--- src/hw/amp_cfg.svh ---
`ifndef AMP_CFG_SVH
`define AMP_CFG_SVH

// register offsets, book 0 page 0
`define OFS_RAMP 8'h08
`define OFS_EDGE 8'h09
`define OFS_SYN_IN 8'h0f
`define OFS_SYN_INT 8'h10
`define OFS_SYN_FRAC 8'h11

// reset values
`define RST_RAMP 8'h01
`define RST_EDGE 8'h83
`define RST_SYN_IN 8'h41
`define RST_SYN_INT 8'h04
`define RST_SYN_FRAC 8'h00

// bank size and slot order
`define NREGS 5
`define IDX_RAMP 0
`define IDX_EDGE 1
`define IDX_SYN_IN 2
`define IDX_SYN_INT 3
`define IDX_SYN_FRAC 4

// field positions
`define F_RAMP_SRC 7:6
`define F_RAMP_RATE 5:4
`define F_RAMP_DEPTH 1:0
`define F_EDGE 7:5
`define F_ISNS 4:3
`define F_BOOST 1:0
`define F_SYN_SRC 7:6
`define F_PRE_DIV 5:0
`define B_SLOW 7
`define F_MULT_J 6:0
`define F_FRAC_HI 5:0

// field codes with a meaning
`define RAMP_RATE_48K 2'h0
`define RAMP_RATE_44K 2'h1
`define DEPTH_LO 2'h1
`define DEPTH_HI 2'h2
`define ISNS_RSVD 2'h3
`define PRE_DIV_ZERO 6'h00
`define MULT_J_ZERO 7'h00
`define MULT_J_MAX 7'h3f

// physical values of the codes
`define RAMP_HZ_48K 19'h54f60
`define RAMP_HZ_44K 19'h56220
`define DEPTH_PCT_LO 4'h5
`define DEPTH_PCT_HI 4'ha
`define PRE_DIV_MAX 7'h40
`define EDGE_NS_2 5'h1d
`define EDGE_NS_3 5'h19
`define EDGE_NS_4 5'h0e
`define EDGE_NS_5 5'h0d
`define EDGE_NS_6 5'h0c
`define EDGE_NS_7 5'h0b
`define ISNS_MA_0 11'h4e2
`define ISNS_MA_1 11'h5dc
`define ISNS_MA_2 11'h6d6
`define BOOST_MA_0 12'h5dc
`define BOOST_MA_1 12'h7d0
`define BOOST_MA_2 12'h9c4
`define BOOST_MA_3 12'hbb8

`endif

--- src/hw/amp_cfg_pkg.sv ---
package amp_cfg_pkg;

  // ramp clock origin, in field code order
  typedef enum logic [1:0] {
    ramp_src_audio_sync,
    ramp_src_fixed_osc,
    ramp_src_spread_osc,
    ramp_src_reserved
  } ramp_source_t;

  // synthesiser input origin, in field code order
  typedef enum logic [1:0] {
    syn_src_bit_clock,
    syn_src_master_clock,
    syn_src_density_modulation_clock,
    syn_src_reserved
  } synth_source_t;

  // one access from the host control port
  typedef struct packed {
    logic [7:0] addr;
    logic wr;
    logic rd;
    logic [7:0] wdata;
  } reg_req_t;

  typedef struct packed {
    ramp_source_t source;
    logic fixed_oscillator_ramp;
    logic spread_spectrum_ramp;
    logic [18:0] ramp_nominal_frequency_hz;
    logic [3:0] spread_depth_pct;
    logic reserved_code;
  } ramp_cfg_t;

  typedef struct packed {
    logic [4:0] edge_ns;
    logic [10:0] current_sense_full_scale_ma;
    logic [11:0] boost_current_limit_ma;
    logic reserved_code;
  } drive_cfg_t;

  typedef struct packed {
    synth_source_t synth_input_source;
    logic [6:0] pre_divide;
    logic synth_slow_input_flag;
    logic [6:0] synth_integer_multiplier;
    logic [5:0] synth_fraction_multiplier_high;
    logic reserved_code;
  } synth_cfg_t;

endpackage : amp_cfg_pkg

--- src/hw/amp_ramp_edge_pll_config.sv ---
`timescale 1ns/1ps
`default_nettype none
`include "amp_cfg.svh"

module amp_ramp_edge_pll_config
  import amp_cfg_pkg::*;
(
  input wire logic clk_sys,
  input wire logic rst,
  input wire reg_req_t host_req,
  output logic host_hit,
  output logic [7:0] host_rdata,
  output logic host_rvalid,
  output ramp_cfg_t ramp_cfg,
  output drive_cfg_t drive_cfg,
  output synth_cfg_t synth_cfg
);

  ////////////////////////////////////////////////////////////////////////////
  // register bank

  // slot count is fixed by the register map
  localparam int NREGS = `NREGS;

  // offsets and reset values packed by slot, slot 0 in the low byte
  localparam logic [8*NREGS-1:0] OFS_PACK = {
    `OFS_SYN_FRAC,
    `OFS_SYN_INT,
    `OFS_SYN_IN,
    `OFS_EDGE,
    `OFS_RAMP
  };
  // reset values in the same slot order
  localparam logic [8*NREGS-1:0] RST_PACK = {
    `RST_SYN_FRAC,
    `RST_SYN_INT,
    `RST_SYN_IN,
    `RST_EDGE,
    `RST_RAMP
  };

  // bank storage, its next values and the read or-chain
  logic [7:0] bank_reg [NREGS];
  logic [7:0] bank_next [NREGS];
  logic [NREGS-1:0] slot_sel;
  logic [7:0] rd_or [NREGS+1];

  // chain seed; each slot or-s in its byte only when addressed
  assign rd_or[0] = 8'h00;

  // one slot per register: decode, write, reset, read term;
  // a new register costs one offset, one reset value and one slot index
  genvar gi;
  generate
    for (gi = 0; gi < NREGS; gi++)
    begin : g_slot
      wire [7:0] slot_ofs = OFS_PACK[8*gi +: 8];
      wire [7:0] slot_rst = RST_PACK[8*gi +: 8];
      wire slot_wr;

      // full eight-bit match, so the neighbour at 0x12 never aliases
      assign slot_sel[gi] = (host_req.addr == slot_ofs);
      assign slot_wr = host_req.wr & slot_sel[gi];
      // every bit is stored as written, reserved codes too
      assign bank_next[gi] = slot_wr ? host_req.wdata : bank_reg[gi];
      // this slot's read term
      assign rd_or[gi+1] = rd_or[gi] | (slot_sel[gi] ? bank_reg[gi] : 8'h00);

      // defaults come back on reset
      always_ff @(posedge clk_sys)
      begin
        if (rst)
          bank_reg[gi] <= slot_rst;
        else
          bank_reg[gi] <= bank_next[gi];
      end
    end
  endgenerate

  ////////////////////////////////////////////////////////////////////////////
  // host readback

  // unmapped offsets answer zero so a neighbouring bank can be or-ed in
  wire any_hit = |slot_sel;
  wire [7:0] rdata_next = host_req.rd ? rd_or[NREGS] : 8'h00;
  logic [7:0] rdata_reg;
  logic rvalid_reg;

  // hit stays combinational so a neighbouring bank can steer its answer
  assign host_hit = any_hit;

  // read data is the bank before a same-cycle write lands
  always_ff @(posedge clk_sys)
  begin
    if (rst)
      rdata_reg <= 8'h00;
    else
      rdata_reg <= rdata_next;
  end

  // one pulse per read strobe, mapped or not,
  // so the host never waits on a hole in the map
  always_ff @(posedge clk_sys)
  begin
    if (rst)
      rvalid_reg <= 1'b0;
    else
      rvalid_reg <= host_req.rd;
  end

  // answers go straight from the flops to the port
  assign host_rdata = rdata_reg;
  assign host_rvalid = rvalid_reg;

  ////////////////////////////////////////////////////////////////////////////
  // field extraction

  // raw register bytes, one name per slot
  wire [7:0] r_ramp = bank_reg[`IDX_RAMP];
  wire [7:0] r_edge = bank_reg[`IDX_EDGE];
  wire [7:0] r_in = bank_reg[`IDX_SYN_IN];
  wire [7:0] r_int = bank_reg[`IDX_SYN_INT];
  wire [7:0] r_frac = bank_reg[`IDX_SYN_FRAC];

  // ramp register fields
  wire [1:0] ramp_src_code = r_ramp[`F_RAMP_SRC];
  wire [1:0] ramp_rate_code = r_ramp[`F_RAMP_RATE];
  wire [1:0] depth_code = r_ramp[`F_RAMP_DEPTH];

  // output stage register fields
  wire [2:0] edge_code = r_edge[`F_EDGE];
  wire [1:0] isns_code = r_edge[`F_ISNS];
  wire [1:0] boost_code = r_edge[`F_BOOST];

  // synthesiser register fields
  wire [1:0] syn_src_code = r_in[`F_SYN_SRC];
  wire [5:0] pre_div_code = r_in[`F_PRE_DIV];
  wire slow_flag = r_int[`B_SLOW];
  wire [6:0] mult_j_code = r_int[`F_MULT_J];
  wire [5:0] frac_hi = r_frac[`F_FRAC_HI];

  ////////////////////////////////////////////////////////////////////////////
  // ramp clock decode

  // source decode; the two oscillator flags feed the ramp generator
  wire ramp_src_rsvd = (ramp_src_code == 2'(ramp_src_reserved));
  wire use_fixed = (ramp_src_code == 2'(ramp_src_fixed_osc));
  wire use_spread = (ramp_src_code == 2'(ramp_src_spread_osc));

  // nominal frequency; reserved codes give zero
  wire freq_48k = (ramp_rate_code == `RAMP_RATE_48K);
  wire freq_44k = (ramp_rate_code == `RAMP_RATE_44K);
  wire [18:0] ramp_hz =
    freq_48k ? `RAMP_HZ_48K :
    freq_44k ? `RAMP_HZ_44K : 19'h00000;

  // depth only matters while spreading; zero otherwise,
  // so a stale code under a fixed ramp cannot leak a depth
  wire depth_lo = (depth_code == `DEPTH_LO);
  wire depth_hi = (depth_code == `DEPTH_HI);
  wire [3:0] depth_pct =
    !use_spread ? 4'h0 :
    depth_lo ? `DEPTH_PCT_LO :
    depth_hi ? `DEPTH_PCT_HI : 4'h0;

  // depth code is checked only where it is used
  wire freq_rsvd = !(freq_48k | freq_44k);
  wire depth_rsvd = use_spread & !(depth_lo | depth_hi);
  wire ramp_rsvd = ramp_src_rsvd | freq_rsvd | depth_rsvd;
  // one flag for the whole ramp group keeps the output narrow

  ////////////////////////////////////////////////////////////////////////////
  // output stage decode

  // transition time, one match per defined code; codes 0 and 1 give zero
  wire edge_c2 = (edge_code == 3'h2);
  wire edge_c3 = (edge_code == 3'h3);
  wire edge_c4 = (edge_code == 3'h4);
  wire edge_c5 = (edge_code == 3'h5);
  wire edge_c6 = (edge_code == 3'h6);
  wire edge_c7 = (edge_code == 3'h7);
  wire [4:0] edge_ns =
    edge_c2 ? `EDGE_NS_2 :
    edge_c3 ? `EDGE_NS_3 :
    edge_c4 ? `EDGE_NS_4 :
    edge_c5 ? `EDGE_NS_5 :
    edge_c6 ? `EDGE_NS_6 :
    edge_c7 ? `EDGE_NS_7 : 5'h00;
  // flagged from the code, not the time, so a zero table entry cannot hide
  wire edge_rsvd = !(edge_c2 | edge_c3 | edge_c4 | edge_c5 | edge_c6 | edge_c7);

  // sense full scale; host picks code from speaker resistance
  wire isns_c0 = (isns_code == 2'h0);
  wire isns_c1 = (isns_code == 2'h1);
  wire isns_c2 = (isns_code == 2'h2);
  wire [10:0] isns_ma =
    isns_c0 ? `ISNS_MA_0 :
    isns_c1 ? `ISNS_MA_1 :
    isns_c2 ? `ISNS_MA_2 : 11'h000;
  wire isns_rsvd = (isns_code == `ISNS_RSVD);

  // all four limit codes are legal, so no reserved flag here
  wire boost_c0 = (boost_code == 2'h0);
  wire boost_c1 = (boost_code == 2'h1);
  wire boost_c2 = (boost_code == 2'h2);
  wire [11:0] boost_ma =
    boost_c0 ? `BOOST_MA_0 :
    boost_c1 ? `BOOST_MA_1 :
    boost_c2 ? `BOOST_MA_2 : `BOOST_MA_3;

  ////////////////////////////////////////////////////////////////////////////
  // synthesiser decode

  // code 3 of the input source has no clock behind it
  wire syn_src_rsvd = (syn_src_code == 2'(syn_src_reserved));

  // zero stands for the largest ratio, so widen by one bit;
  // the divider downstream sees a divide by zero only in reset and the one cycle after it, until synth_cfg loads
  wire [6:0] pre_div =
    (pre_div_code == `PRE_DIV_ZERO) ? `PRE_DIV_MAX
                                    : {1'b0, pre_div_code};

  // only 1..63 are defined ratios; the field is seven bits wide,
  // so the codes above 63 are flagged as well
  wire mult_j_zero = (mult_j_code == `MULT_J_ZERO);
  wire mult_j_high = (mult_j_code > `MULT_J_MAX);
  wire mult_j_rsvd = mult_j_zero | mult_j_high;

  // source and multiplier are the only synth fields with holes;
  // the slow-input flag is not judged, the host owns it
  wire syn_rsvd = syn_src_rsvd | mult_j_rsvd;

  ////////////////////////////////////////////////////////////////////////////
  // registered configuration outputs

  // next values of the three output groups
  ramp_cfg_t ramp_next;
  drive_cfg_t drive_next;
  synth_cfg_t synth_next;

  // ramp group: code, decoded flags, physical values
  assign ramp_next.source = ramp_source_t'(ramp_src_code);
  assign ramp_next.fixed_oscillator_ramp = use_fixed;
  assign ramp_next.spread_spectrum_ramp = use_spread;
  assign ramp_next.ramp_nominal_frequency_hz = ramp_hz;
  assign ramp_next.spread_depth_pct = depth_pct;
  assign ramp_next.reserved_code = ramp_rsvd;

  // output stage group
  assign drive_next.edge_ns = edge_ns;
  assign drive_next.current_sense_full_scale_ma = isns_ma;
  assign drive_next.boost_current_limit_ma = boost_ma;
  assign drive_next.reserved_code = edge_rsvd | isns_rsvd;

  // synthesiser group
  assign synth_next.synth_input_source = synth_source_t'(syn_src_code);
  assign synth_next.pre_divide = pre_div;
  // the device only carries the flag; choosing it is the host's job
  assign synth_next.synth_slow_input_flag = slow_flag;
  assign synth_next.synth_integer_multiplier = mult_j_code;
  assign synth_next.synth_fraction_multiplier_high = frac_hi;
  assign synth_next.reserved_code = syn_rsvd;

  // settings leave through flops, one cycle after the bank changes;
  // zero in reset so nothing downstream acts on a half-built setting
  always_ff @(posedge clk_sys)
  begin
    if (rst)
      ramp_cfg <= '0;
    else
      ramp_cfg <= ramp_next;
  end

  // output stage settings, same one-cycle lag
  always_ff @(posedge clk_sys)
  begin
    if (rst)
      drive_cfg <= '0;
    else
      drive_cfg <= drive_next;
  end

  // synthesiser settings, same one-cycle lag
  always_ff @(posedge clk_sys)
  begin
    if (rst)
      synth_cfg <= '0;
    else
      synth_cfg <= synth_next;
  end

endmodule : amp_ramp_edge_pll_config
`default_nettype wire

--- config.mk ---
export PLATFORM = sky130hd
export DESIGN_NAME = amp_ramp_edge_pll_config
export DESIGN_NICKNAME = d
export VERILOG_FILES = /design/src/hw/amp_cfg_pkg.sv /design/src/hw/amp_ramp_edge_pll_config.sv
export VERILOG_INCLUDE_DIRS = /design/src /design/src/hw
export SDC_FILE = /design/constraint.sdc
export NUM_CORES = 1
export LEC_CHECK = 0
export ABC_AREA = 0
export BUFFER_PORTS_ARGS = -buffer_cell sky130_fd_sc_hd__buf_2
export CAP_MARGIN = 20
export CELL_PAD_IN_SITES_DETAIL_PLACEMENT = 0
export CELL_PAD_IN_SITES_GLOBAL_PLACEMENT = 1
export CORE_AREA = 2 2 114 94
export CTS_BUF_LIST = sky130_fd_sc_hd__clkbuf_8
export DETAILED_ROUTE_END_ITERATION = 6
export DIE_AREA = 0 0 116 96
export PLACE_DENSITY_LB_ADDON = 0.08
export SLEW_MARGIN = 5
export SYNTH_ARGS = -nofsm -noshare
export SYNTH_HDL_FRONTEND = slang
export SYNTH_SLANG_ARGS = --single-unit
--- constraint.sdc ---
create_clock -name clk_sys -period 2.4 [get_ports clk_sys]
set_input_delay 0.48 -clock clk_sys [delete_from_list [all_inputs] [get_ports clk_sys]]
set_output_delay 0.48 -clock clk_sys [all_outputs]
set_load 0.05 [all_outputs]
==> results of run 1 <==
metal layers:
layer,GRT usage,up-vias,wire length [microns]
li1,-,1486,-
met1,0.2724,1331,5070
met2,0.2515,92,3953
met3,0.04471,9,554
met4,0.03869,0,72
met5,0,-,0
worst paths after layout:
path | cells past startpoint | from | end
worst min register to register | 2 | bank_reg[0][2]$_SDFFE_PP0P_ | bank_reg[0][2]$_SDFFE_PP0P_
worst max-delay path | 5 | host_req[11] | host_hit
worst max register to register | 4 | bank_reg[3][5]$_SDFFE_PP0P_ | host_rdata[5]$_SDFF_PP0_
worst min-delay path | 3 | host_req[2] | bank_reg[1][2]$_SDFFE_PP0P_
where the power goes:
group          switching (W)  total, W  internal (W)
combinational       0.000229  0.000291     0.0000619
sequential        0.00000656   0.00175       0.00174
clock               0.000601   0.00112      0.000517
critical path, stage by stage:
cell and delay [ns]:
buf_2 0.15, nor2_1 0.36, o21ai_0 0.19, a21oi_2 0.14, buf_2 0.27
cell families after synthesis:
logic type               count (synthesis)  share of synthesized area
multiplexers                            28                    0.07049
flip-flops                             104                     0.5190
adder cells (fa/ha/maj)                 12                    0.03743
AND/OR/NAND/NOR                        151                     0.2037
other                                    1                  0.0009348
XOR/XNOR                                 1                   0.002184
AO/OA/AOI/OAI                           48                    0.08328
buffers and inverters                   57                    0.08297
layout by cell type (no fill, tap or decap), types with 2 or more instances in the layout:
| master | instances |
|---|---|
| dfxtp_1 | 104 |
| a21oi_1 | 18 |
| ha_1 | 12 |
| nor3_1 | 4 |
| nand3_1 | 25 |
| nor3_2 | 2 |
| nand3_2 | 2 |
| a32o_1 | 3 |
| nor4_1 | 3 |
| and3_1 | 2 |
| buf_4 | 8 |
| conb_1 | 12 |
| a32oi_1 | 2 |
| clkbuf_8 | 10 |
| nor2_1 | 43 |
| and2_1 | 3 |
| buf_2 | 98 |
| nor2b_1 | 29 |
| mux2i_1 | 26 |
| nand2_1 | 20 |
| nor3b_1 | 9 |
| inv_1 | 12 |
| a2bb2oi_1 | 6 |
| mux2_2 | 2 |
| inv_6 | 2 |
| a21o_1 | 6 |
| o21ai_0 | 3 |
| o2bb2ai_1 | 5 |
| a22o_1 | 3 |
area by class of cell:
type,instances,area [sq um],share of cell area
flip-flops and latches,104,2082,0.4411
well taps,140,175.2,0.03712
inverters,12,45.04,0.009544
clock buffers,10,137.6,0.02916
multi-input cells,252,1642,0.3478
clock inverters,6,67.56,0.01432
repair buffers,107,570.5,0.1209
through the flow:
stage	util	setup slack, ns
floorplan	-	0.2270
global placement	0.4518	0.3510
detailed placement	0.4518	0.3459
CTS	0.4723	0.3449
global route	0.4723	0.1936
finish	0.4723	0.3279
==> results.py, run 1 <==
metrics = {
    "floorplan": {
        "die_area_sq_um": 11140,
        "dieHeight_microns": 96,
        "die-width_microns": 116,
        "start_util": 0.4015,
        "core_sq_um": 9992,
        "row_count": 33,
        "ios": 111,
    },
    "worst_setup_path": {
        "end_kind": "output pin",
        "ff2ff_setup_slack_ns": 1.15,
        "worstPathRequired_ns": 1.92,
        "path_class": "in -> out",
        "worstPathMaxFanout": 7,
        "startpoint_type": "input pin",
        "cp.arrival_ns": 1.59,
    },
    "power_and_ir_drop": {
        "finalPower_w": 0.003157,
        "leakagePower_nw": 2.268,
        "p_per_area_nw_per_um2": 668.9,
        "ir_worst_vdd_mv": 0.2499,
    },
    "job": {
        "drv_cap": 0,
    },
    "layout": {
        "final_layout_size_suffix_gt1_frac": 0.2729,
        "fin_nets": 518,
        "largest_reg_flops": 40,
        "stdcell_count": 631,
        "area_delta_synth_final_pct": 17.65,
        "diodes": 0,
        "post-route-cell-area_sq_um": 4720,
        "fillerInstances": 1011,
    },
    "yosys": {
        "synth-main-ff-cell": "dfxtp_1",
        "synth_top_area_share": 0.5190,
        "yosys_warnings": 0,
        "ys_async_sr_fraction": 0,
        "synth_edf_count": 0,
        "syn_inst": 402,
        "synth_top_area_cell": "dfxtp_1",
        "syn_area_per_cell_sq_um": 9.978,
        "synth_area_leaders": "dfxtp_1 52%, mux2i_1 6.5%, buf_4 4.9%",
        "mappedNetlistArea_sq_um": 4011,
        "seq_area_frac_synth": 0.5190,
        "ys_types": 43,
        "synth_seq_cells": 104,
        "synth_most_common_cell": "dfxtp_1",
        "synth_common_cells": "104 x dfxtp_1, 43 x nor2_1, 29 x nor2b_1",
    },
    "clock_network": {
        "cts_root_buf": "clkbuf_8",
        "cts_resized": 0,
        "cts_setup_buffers": 0,
        "clock_latency_ns": 0.37,
        "cts_buffers": 9,
        "clock_sinks": 104,
        "clockBufferDepth": 2,
        "clk_pin_slew_ns": 0.10,
        "cts_hold_buf": 0,
        "h-tree-depth": 3,
        "cts_tree": "yes",
    },
    "placed_design": {
        "gp_congestion": 0.8241,
        "dpl.hpwl_mm": 6.852,
        "io_buffers": 98,
        "place_area_sq_um": 4514,
        "placedCellCount": 615,
    },
    "sta": {
        "slew_headroom": 0.6096,
        "hold_viol": 0,
        "setup_viol": 0,
        "final.setup.tns_ns": 0,
        "hold_ws_ns": 0.4282,
        "max_slew.worst_pin.slew_ns": 0.5777,
        "drv_slew": 0,
        "fmax_mhz": 482.6,
        "period_minus_slack_ns": 2.072,
        "post-route-period-util": 0.8634,
        "grt_setup_unrepaired": "no",
        "skew_ns": 0.01017,
    },
    "detailed_routing": {
        "wire_per_inst_microns": 15.29,
        "vias": 2918,
        "ant_nets": 0,
        "dr.first_iter.drc_count": 202,
        "viasPerCell": 4.624,
        "dr.pass1.iters": 5,
        "wl_mm": 9.651,
        "drc": 0,
    },
    "grt": {
        "overflow": 0,
        "grt_pass1_wl_mm": 14.84,
        "grtUsageTotal": 0.1785,
        "grt_pass1_vias": 2659,
        "grt_max_degree": 78,
        "antenna_found_initial": 0,
    },
    "worst_hold_path": {
        "hp-class": "in -> reg",
    },
    "run_status": {
        "status": "complete, no violations",
    },
}
No activity file was read; power rests on OpenSTA's default activity.
==> run 2: changes to the inputs <==
Settings changed: GPL_ROUTABILITY_DRIVEN set to 0, RECOVER_POWER set to 100.
==> run 2 against run 1 <==
Net effect: combinational power is 5% lower; sequential cell count stayed put; routed wire length grew 0.15%; critical endpoint unchanged; the run now ends with max-capacitance violations, max-slew violations left.
==> results.py, run 2 (synthesized netlist as in run 1, its figures left out) <==
metrics = {
    "power_and_ir_drop": {
        "leakagePower_nw": 1.943,
        "netSwitchingFraction": 0.2665,
        "switchingPower_w": 0.0008390,
        "p_seq_frac": 0.556,
        "finalPower_w": 0.003148,
        "ir_worst_vdd_mv": 0.2493,
        "p_per_area_nw_per_um2": 689.1,
        "clockPowerShare": 0.357,
        "comb_power_share": 0.088,
        "p_int_w": 0.002309,
    },
    "run_status": {
        "violations": "max-capacitance violations, max-slew violations",
        "status": "complete, but fails checks",
    },
    "floorplan": {
        "start_util": 0.4015,
        "core_sq_um": 9992,
        "ios": 111,
        "row_count": 33,
        "dieHeight_microns": 96,
        "die_area_sq_um": 11140,
        "die-width_microns": 116,
    },
    "detailed_routing": {
        "viasPerCell": 4.637,
        "vias": 2926,
        "ant_nets": 0,
        "wire_per_inst_microns": 15.32,
        "wl_mm": 9.665,
        "drc": 0,
        "dr.pass1.iters": 5,
        "dr.first_iter.drc_count": 185,
    },
    "grt": {
        "grtUsageTotal": 0.1785,
        "antenna_found_initial": 0,
        "grt_max_degree": 78,
        "overflow": 0,
        "grt_pass1_wl_mm": 14.84,
        "grt_pass1_vias": 2659,
    },
    "clock_network": {
        "cts_setup_buffers": 0,
        "cts_root_buf": "clkbuf_8",
        "clk_pin_slew_ns": 0.09,
        "clock_latency_ns": 0.37,
        "clockBufferDepth": 2,
        "h-tree-depth": 3,
        "cts_tree": "yes",
        "cts_buffers": 9,
        "cts_hold_buf": 0,
        "clock_sinks": 104,
        "cts_resized": 0,
    },
    "sta": {
        "post-route-period-util": 0.8845,
        "period_minus_slack_ns": 2.123,
        "setup_viol": 0,
        "drv_slew": 78,
        "skew_ns": 0.01003,
        "grt_setup_unrepaired": "no",
        "hold_viol": 0,
        "slew_headroom": -0.01093,
        "fmax_mhz": 471.1,
        "setup_slack_ns": 0.2772,
        "final.setup.tns_ns": 0,
        "max_slew.worst_pin.slew_ns": 1.516,
    },
    "worst_setup_path": {
        "worstPathMaxFanout": 7,
        "startpoint_type": "input pin",
        "worstPathRequired_ns": 1.92,
        "cp.arrival_ns": 1.64,
        "end_kind": "output pin",
        "path_class": "in -> out",
    },
    "worst_hold_path": {
        "hp-class": "in -> reg",
    },
    "layout": {
        "largest_reg_flops": 40,
        "final_layout_size_suffix_gt1_frac": 0.09980,
        "fillerInstances": 1052,
        "layout_common_cells": "104 x dfxtp_1, 81 x clkbuf_1, 43 x nor2_1, 29 x nor2b_1",
        "fin_nets": 518,
        "final_common_cell": "dfxtp_1",
        "area_delta_synth_final_pct": 13.88,
        "stdcell_count": 631,
        "final_util": 0.4572,
        "diodes": 0,
    },
    "placed_design": {
        "pre_cts_slack_ns": 0.3459,
        "dpl.hpwl_mm": 6.852,
        "io_buffers": 98,
        "placedCellCount": 615,
    },
    "job": {
        "drv_cap": 1,
    },
}
-- run 2: cell count changes in the layout (fill, tap and decap cells not counted), sizes merged --
cell    previous run  this run
clkbuf            10        93
buf              107        24
-- run 2: routing by layer --
layer  track usage  vias up  share of wire
met2        0.2515       90           0.41
met1        0.2724     1340           0.53
met5             0        -              0
met3       0.04471        9          0.056
met4       0.03869        0         0.0074
li1              -     1487              -
-- run 2: final cells by class --
class                      instances  area, sq um  share of cell area
clock inverter                     6        67.56             0.01479
multi-input combinational        252         1612              0.3528
clock buffer                      10        137.6             0.03013
timing repair buffer             107        449.2             0.09833
sequential                       104         2082              0.4558
inverter                          12        45.04            0.009860
tap                              140        175.2             0.03835
-- run 2: final timing paths --
check             slack (ns)                          end                   startpoint  depth (start not counted)
hold reg to reg         0.46  bank_reg[0][2]$_SDFFE_PP0P_  bank_reg[0][2]$_SDFFE_PP0P_                          2
hold / removal          0.40       ramp_cfg[0]$_SDFF_PP0_                          rst                          2
setup / recovery        0.28                     host_hit                 host_req[11]                          5
setup reg to reg        1.14     drive_cfg[22]$_SDFF_PP0_  bank_reg[1][3]$_SDFFE_PP0P_                          3
-- run 2: metrics by stage --
stage / instance area [sq um] / hold slack [ns]
6_report: 4568 / 0.4005
5_1_grt: 4568 / 0.3922
4_1_cts: 4720 / 0.4166
3_5_place_dp: 4514 / 0.4485
3_3_place_gp: 4514 / 0.4434
2_1_floorplan: 4056 / 0.4102
-- run 2: worst max-delay path, cell delays in order --
cell and delay, ns:
clkbuf_1 0.15, nor2_1 0.39, o21ai_0 0.19, a21oi_2 0.15, clkbuf_2 0.28
-- run 2: power groups by stage --
stage	Sequential, W	Clock (W)	Combinational, W
finish	0.00175	0.00112	0.000276
global route	0.00175	0.00122	0.000292
CTS	0.00175	0.00115	0.000291
detailed placement	0.00179	0	0.000290
global placement	0.00179	0	0.000292
floorplan	0.00185	0	0.000172
==> run 3: changes to the inputs <==
Settings changed: GPL_TIMING_DRIVEN set to 0.
Clock period 2.4 ns to 2.35 ns, I/O delays scaled along.
==> run 3 against run 2 <==
Net effect: the run now ends clean; non-clock buffer count grew 34; register-to-register slack got worse by 0.04 ns; clock skew down 0.0014 ns; core utilization rose by 2.5 points; routed wire length increased by 6.6%; total power is 8.4% higher; sequential share of layout area shrank 2.4 points; via count rose by 8.2%; die area is the same; critical path depth is 2 higher; critical endpoint is now bank_reg[2][6]$_SDFFE_PP1P_; highest routed layer unchanged.
==> results.py, run 3 (synthesized netlist as in run 1, its figures left out) <==
metrics = {
    "power_and_ir_drop": {
        "leakagePower_nw": 2.075,
        "finalPower_w": 0.003413,
        "comb_power_share": 0.093,
        "clockPowerShare": 0.384,
        "p_per_area_nw_per_um2": 708.5,
        "p_int_w": 0.002582,
        "switchingPower_w": 0.0008305,
        "netSwitchingFraction": 0.2434,
        "ir_worst_vdd_mv": 0.2915,
        "p_seq_frac": 0.523,
    },
    "sta": {
        "drv_slew": 0,
        "slew_headroom": 0.3876,
        "post-route-period-util": 0.9577,
        "period_minus_slack_ns": 2.251,
        "fmax_mhz": 444.3,
        "final.setup.tns_ns": 0,
        "hold_viol": 0,
        "grt_setup_unrepaired": "no",
        "max_slew.worst_pin.slew_ns": 0.9163,
        "setup_viol": 0,
        "skew_ns": 0.008605,
    },
    "detailed_routing": {
        "ant_nets": 0,
        "vias": 3165,
        "wl_mm": 10.30,
        "wire_per_inst_microns": 15.52,
        "dr.first_iter.drc_count": 231,
        "dr.pass1.iters": 5,
        "drc": 0,
        "viasPerCell": 4.767,
    },
    "worst_setup_path": {
        "slowest_delay_ns": 0.67,
        "cp_cell_sequence": "buf_2 -> or3_1 -> or4_2 -> clkbuf_1 -> clkbuf_1 -> nor3_1 -> a21oi_1",
        "critPathMostFrequentCell": "clkbuf_1",
        "end_kind": "flop",
        "startpoint_type": "input pin",
        "cp.arrival_ns": 2.49,
        "ff2ff_path_depth": 3,
        "worstPathMaxFanout": 10,
        "path_class": "in -> reg",
        "worstPathRequired_ns": 2.59,
        "cp_slowest_cell": "or4_2",
    },
    "clock_network": {
        "h-tree-depth": 3,
        "clock_sinks": 104,
        "cts_tree": "yes",
        "clock_latency_ns": 0.37,
        "cts_buffers": 9,
        "cts_root_buf": "clkbuf_8",
        "cts_resized": 0,
        "clk_pin_slew_ns": 0.09,
        "cts_hold_buf": 0,
        "clockBufferDepth": 2,
        "cts_setup_buffers": 0,
    },
    "grt": {
        "antenna_found_initial": 0,
        "grt_pass1_wl_mm": 15.61,
        "overflow": 0,
        "grt_max_degree": 17,
        "grt_pass1_vias": 2829,
        "grtUsageTotal": 0.1895,
    },
    "layout": {
        "largest_reg_flops": 40,
        "fin_nets": 552,
        "final_layout_size_suffix_gt1_frac": 0.1374,
        "stdcell_count": 664,
        "area_delta_synth_final_pct": 20.09,
        "final_common_cell": "dfxtp_1",
        "diodes": 0,
        "layout_common_cells": "104 x dfxtp_1, 92 x clkbuf_1, 43 x nor2_1, 29 x nor2b_1",
    },
    "floorplan": {
        "die-width_microns": 116,
        "row_count": 33,
        "die_area_sq_um": 11140,
        "dieHeight_microns": 96,
        "start_util": 0.4015,
        "core_sq_um": 9992,
        "ios": 111,
    },
    "run_status": {
        "status": "complete, no violations",
    },
    "placed_design": {
        "placedCellCount": 650,
        "dpl.hpwl_mm": 7.571,
        "io_buffers": 97,
    },
    "job": {
        "drv_cap": 0,
    },
    "worst_hold_path": {
        "hold_depth": 2,
        "hp-class": "in -> reg",
    },
}
[run 3: changes by cell type in the layout (fill, tap and decap cells not counted), moves of 2 or more]
| cell | change |
|---|---|
| clkbuf_1 | +11 |
| buf_1 | +2 |
| clkinvlp_4 | +2 |
| buf_4 | +20 |
| inv_6 | -2 |
| bufinv_16 | +2 |
[run 3: critical path: cells and delay by family]
kind                   cells  cell delay [ns]
AO/OA/AOI/OAI              1             0.05
buffers and inverters      3             0.63
AND/OR/NAND/NOR            3             1.33
[run 3: final timing paths]
kind	slack, ns	to	startpoint
min reg2reg	0.47	bank_reg[0][3]$_SDFFE_PP0P_	bank_reg[0][3]$_SDFFE_PP0P_
max reg2reg	1.10	drive_cfg[22]$_SDFF_PP0_	bank_reg[1][3]$_SDFFE_PP0P_
min	0.30	ramp_cfg[27]$_SDFF_PP0_	rst
max	0.1	bank_reg[2][6]$_SDFFE_PP1P_	host_req[15]
[run 3: stage by stage]
stage	setup WS [ns]	instance area, sq um	hold slack, ns	util
5_1_grt	0.05721	4817	0.3279	0.4821
3_3_place_gp	-0.2428	4717	0.4435	0.4721
6_report	0.09949	4817	0.3023	0.4821
3_5_place_dp	-0.2743	4717	0.4499	0.4721
4_1_cts	0.06077	4960	0.2734	0.4964
2_1_floorplan	0.1970	4056	0.4102	-
[run 3: layout make-up]
class / count / area [sq um]
timing repair buffer: 97 / 386.6
tap: 140 / 175.2
multi-input combinational: 252 / 1615
fill: 1000 / 5175
buffer: 44 / 266.5
clock inverter: 5 / 105.1
clock buffer: 10 / 137.6
sequential: 104 / 2082
inverter: 12 / 48.80
[run 3: layer usage]
| metal | routed length (microns) | global-route usage | share of wire |
|---|---|---|---|
| met5 | 0 | 0 | 0 |
| met4 | 160 | 0.06448 | 0.016 |
| met3 | 909 | 0.05353 | 0.088 |
| met2 | 4343 | 0.2773 | 0.42 |
| met1 | 4891 | 0.2677 | 0.47 |
[run 3: power groups by stage]
| stage | combinational [W] | clock [W] | sequential (W) |
|---|---|---|---|
| 4_1_cts | 0.000328 | 0.00134 | 0.00179 |
| 3_5_place_dp | 0.000327 | 0 | 0.00183 |
| 5_1_grt | 0.000336 | 0.00141 | 0.00179 |
| 6_report | 0.000317 | 0.00131 | 0.00179 |
| 3_3_place_gp | 0.000327 | 0 | 0.00183 |
| 2_1_floorplan | 0.000176 | 0 | 0.00189 |
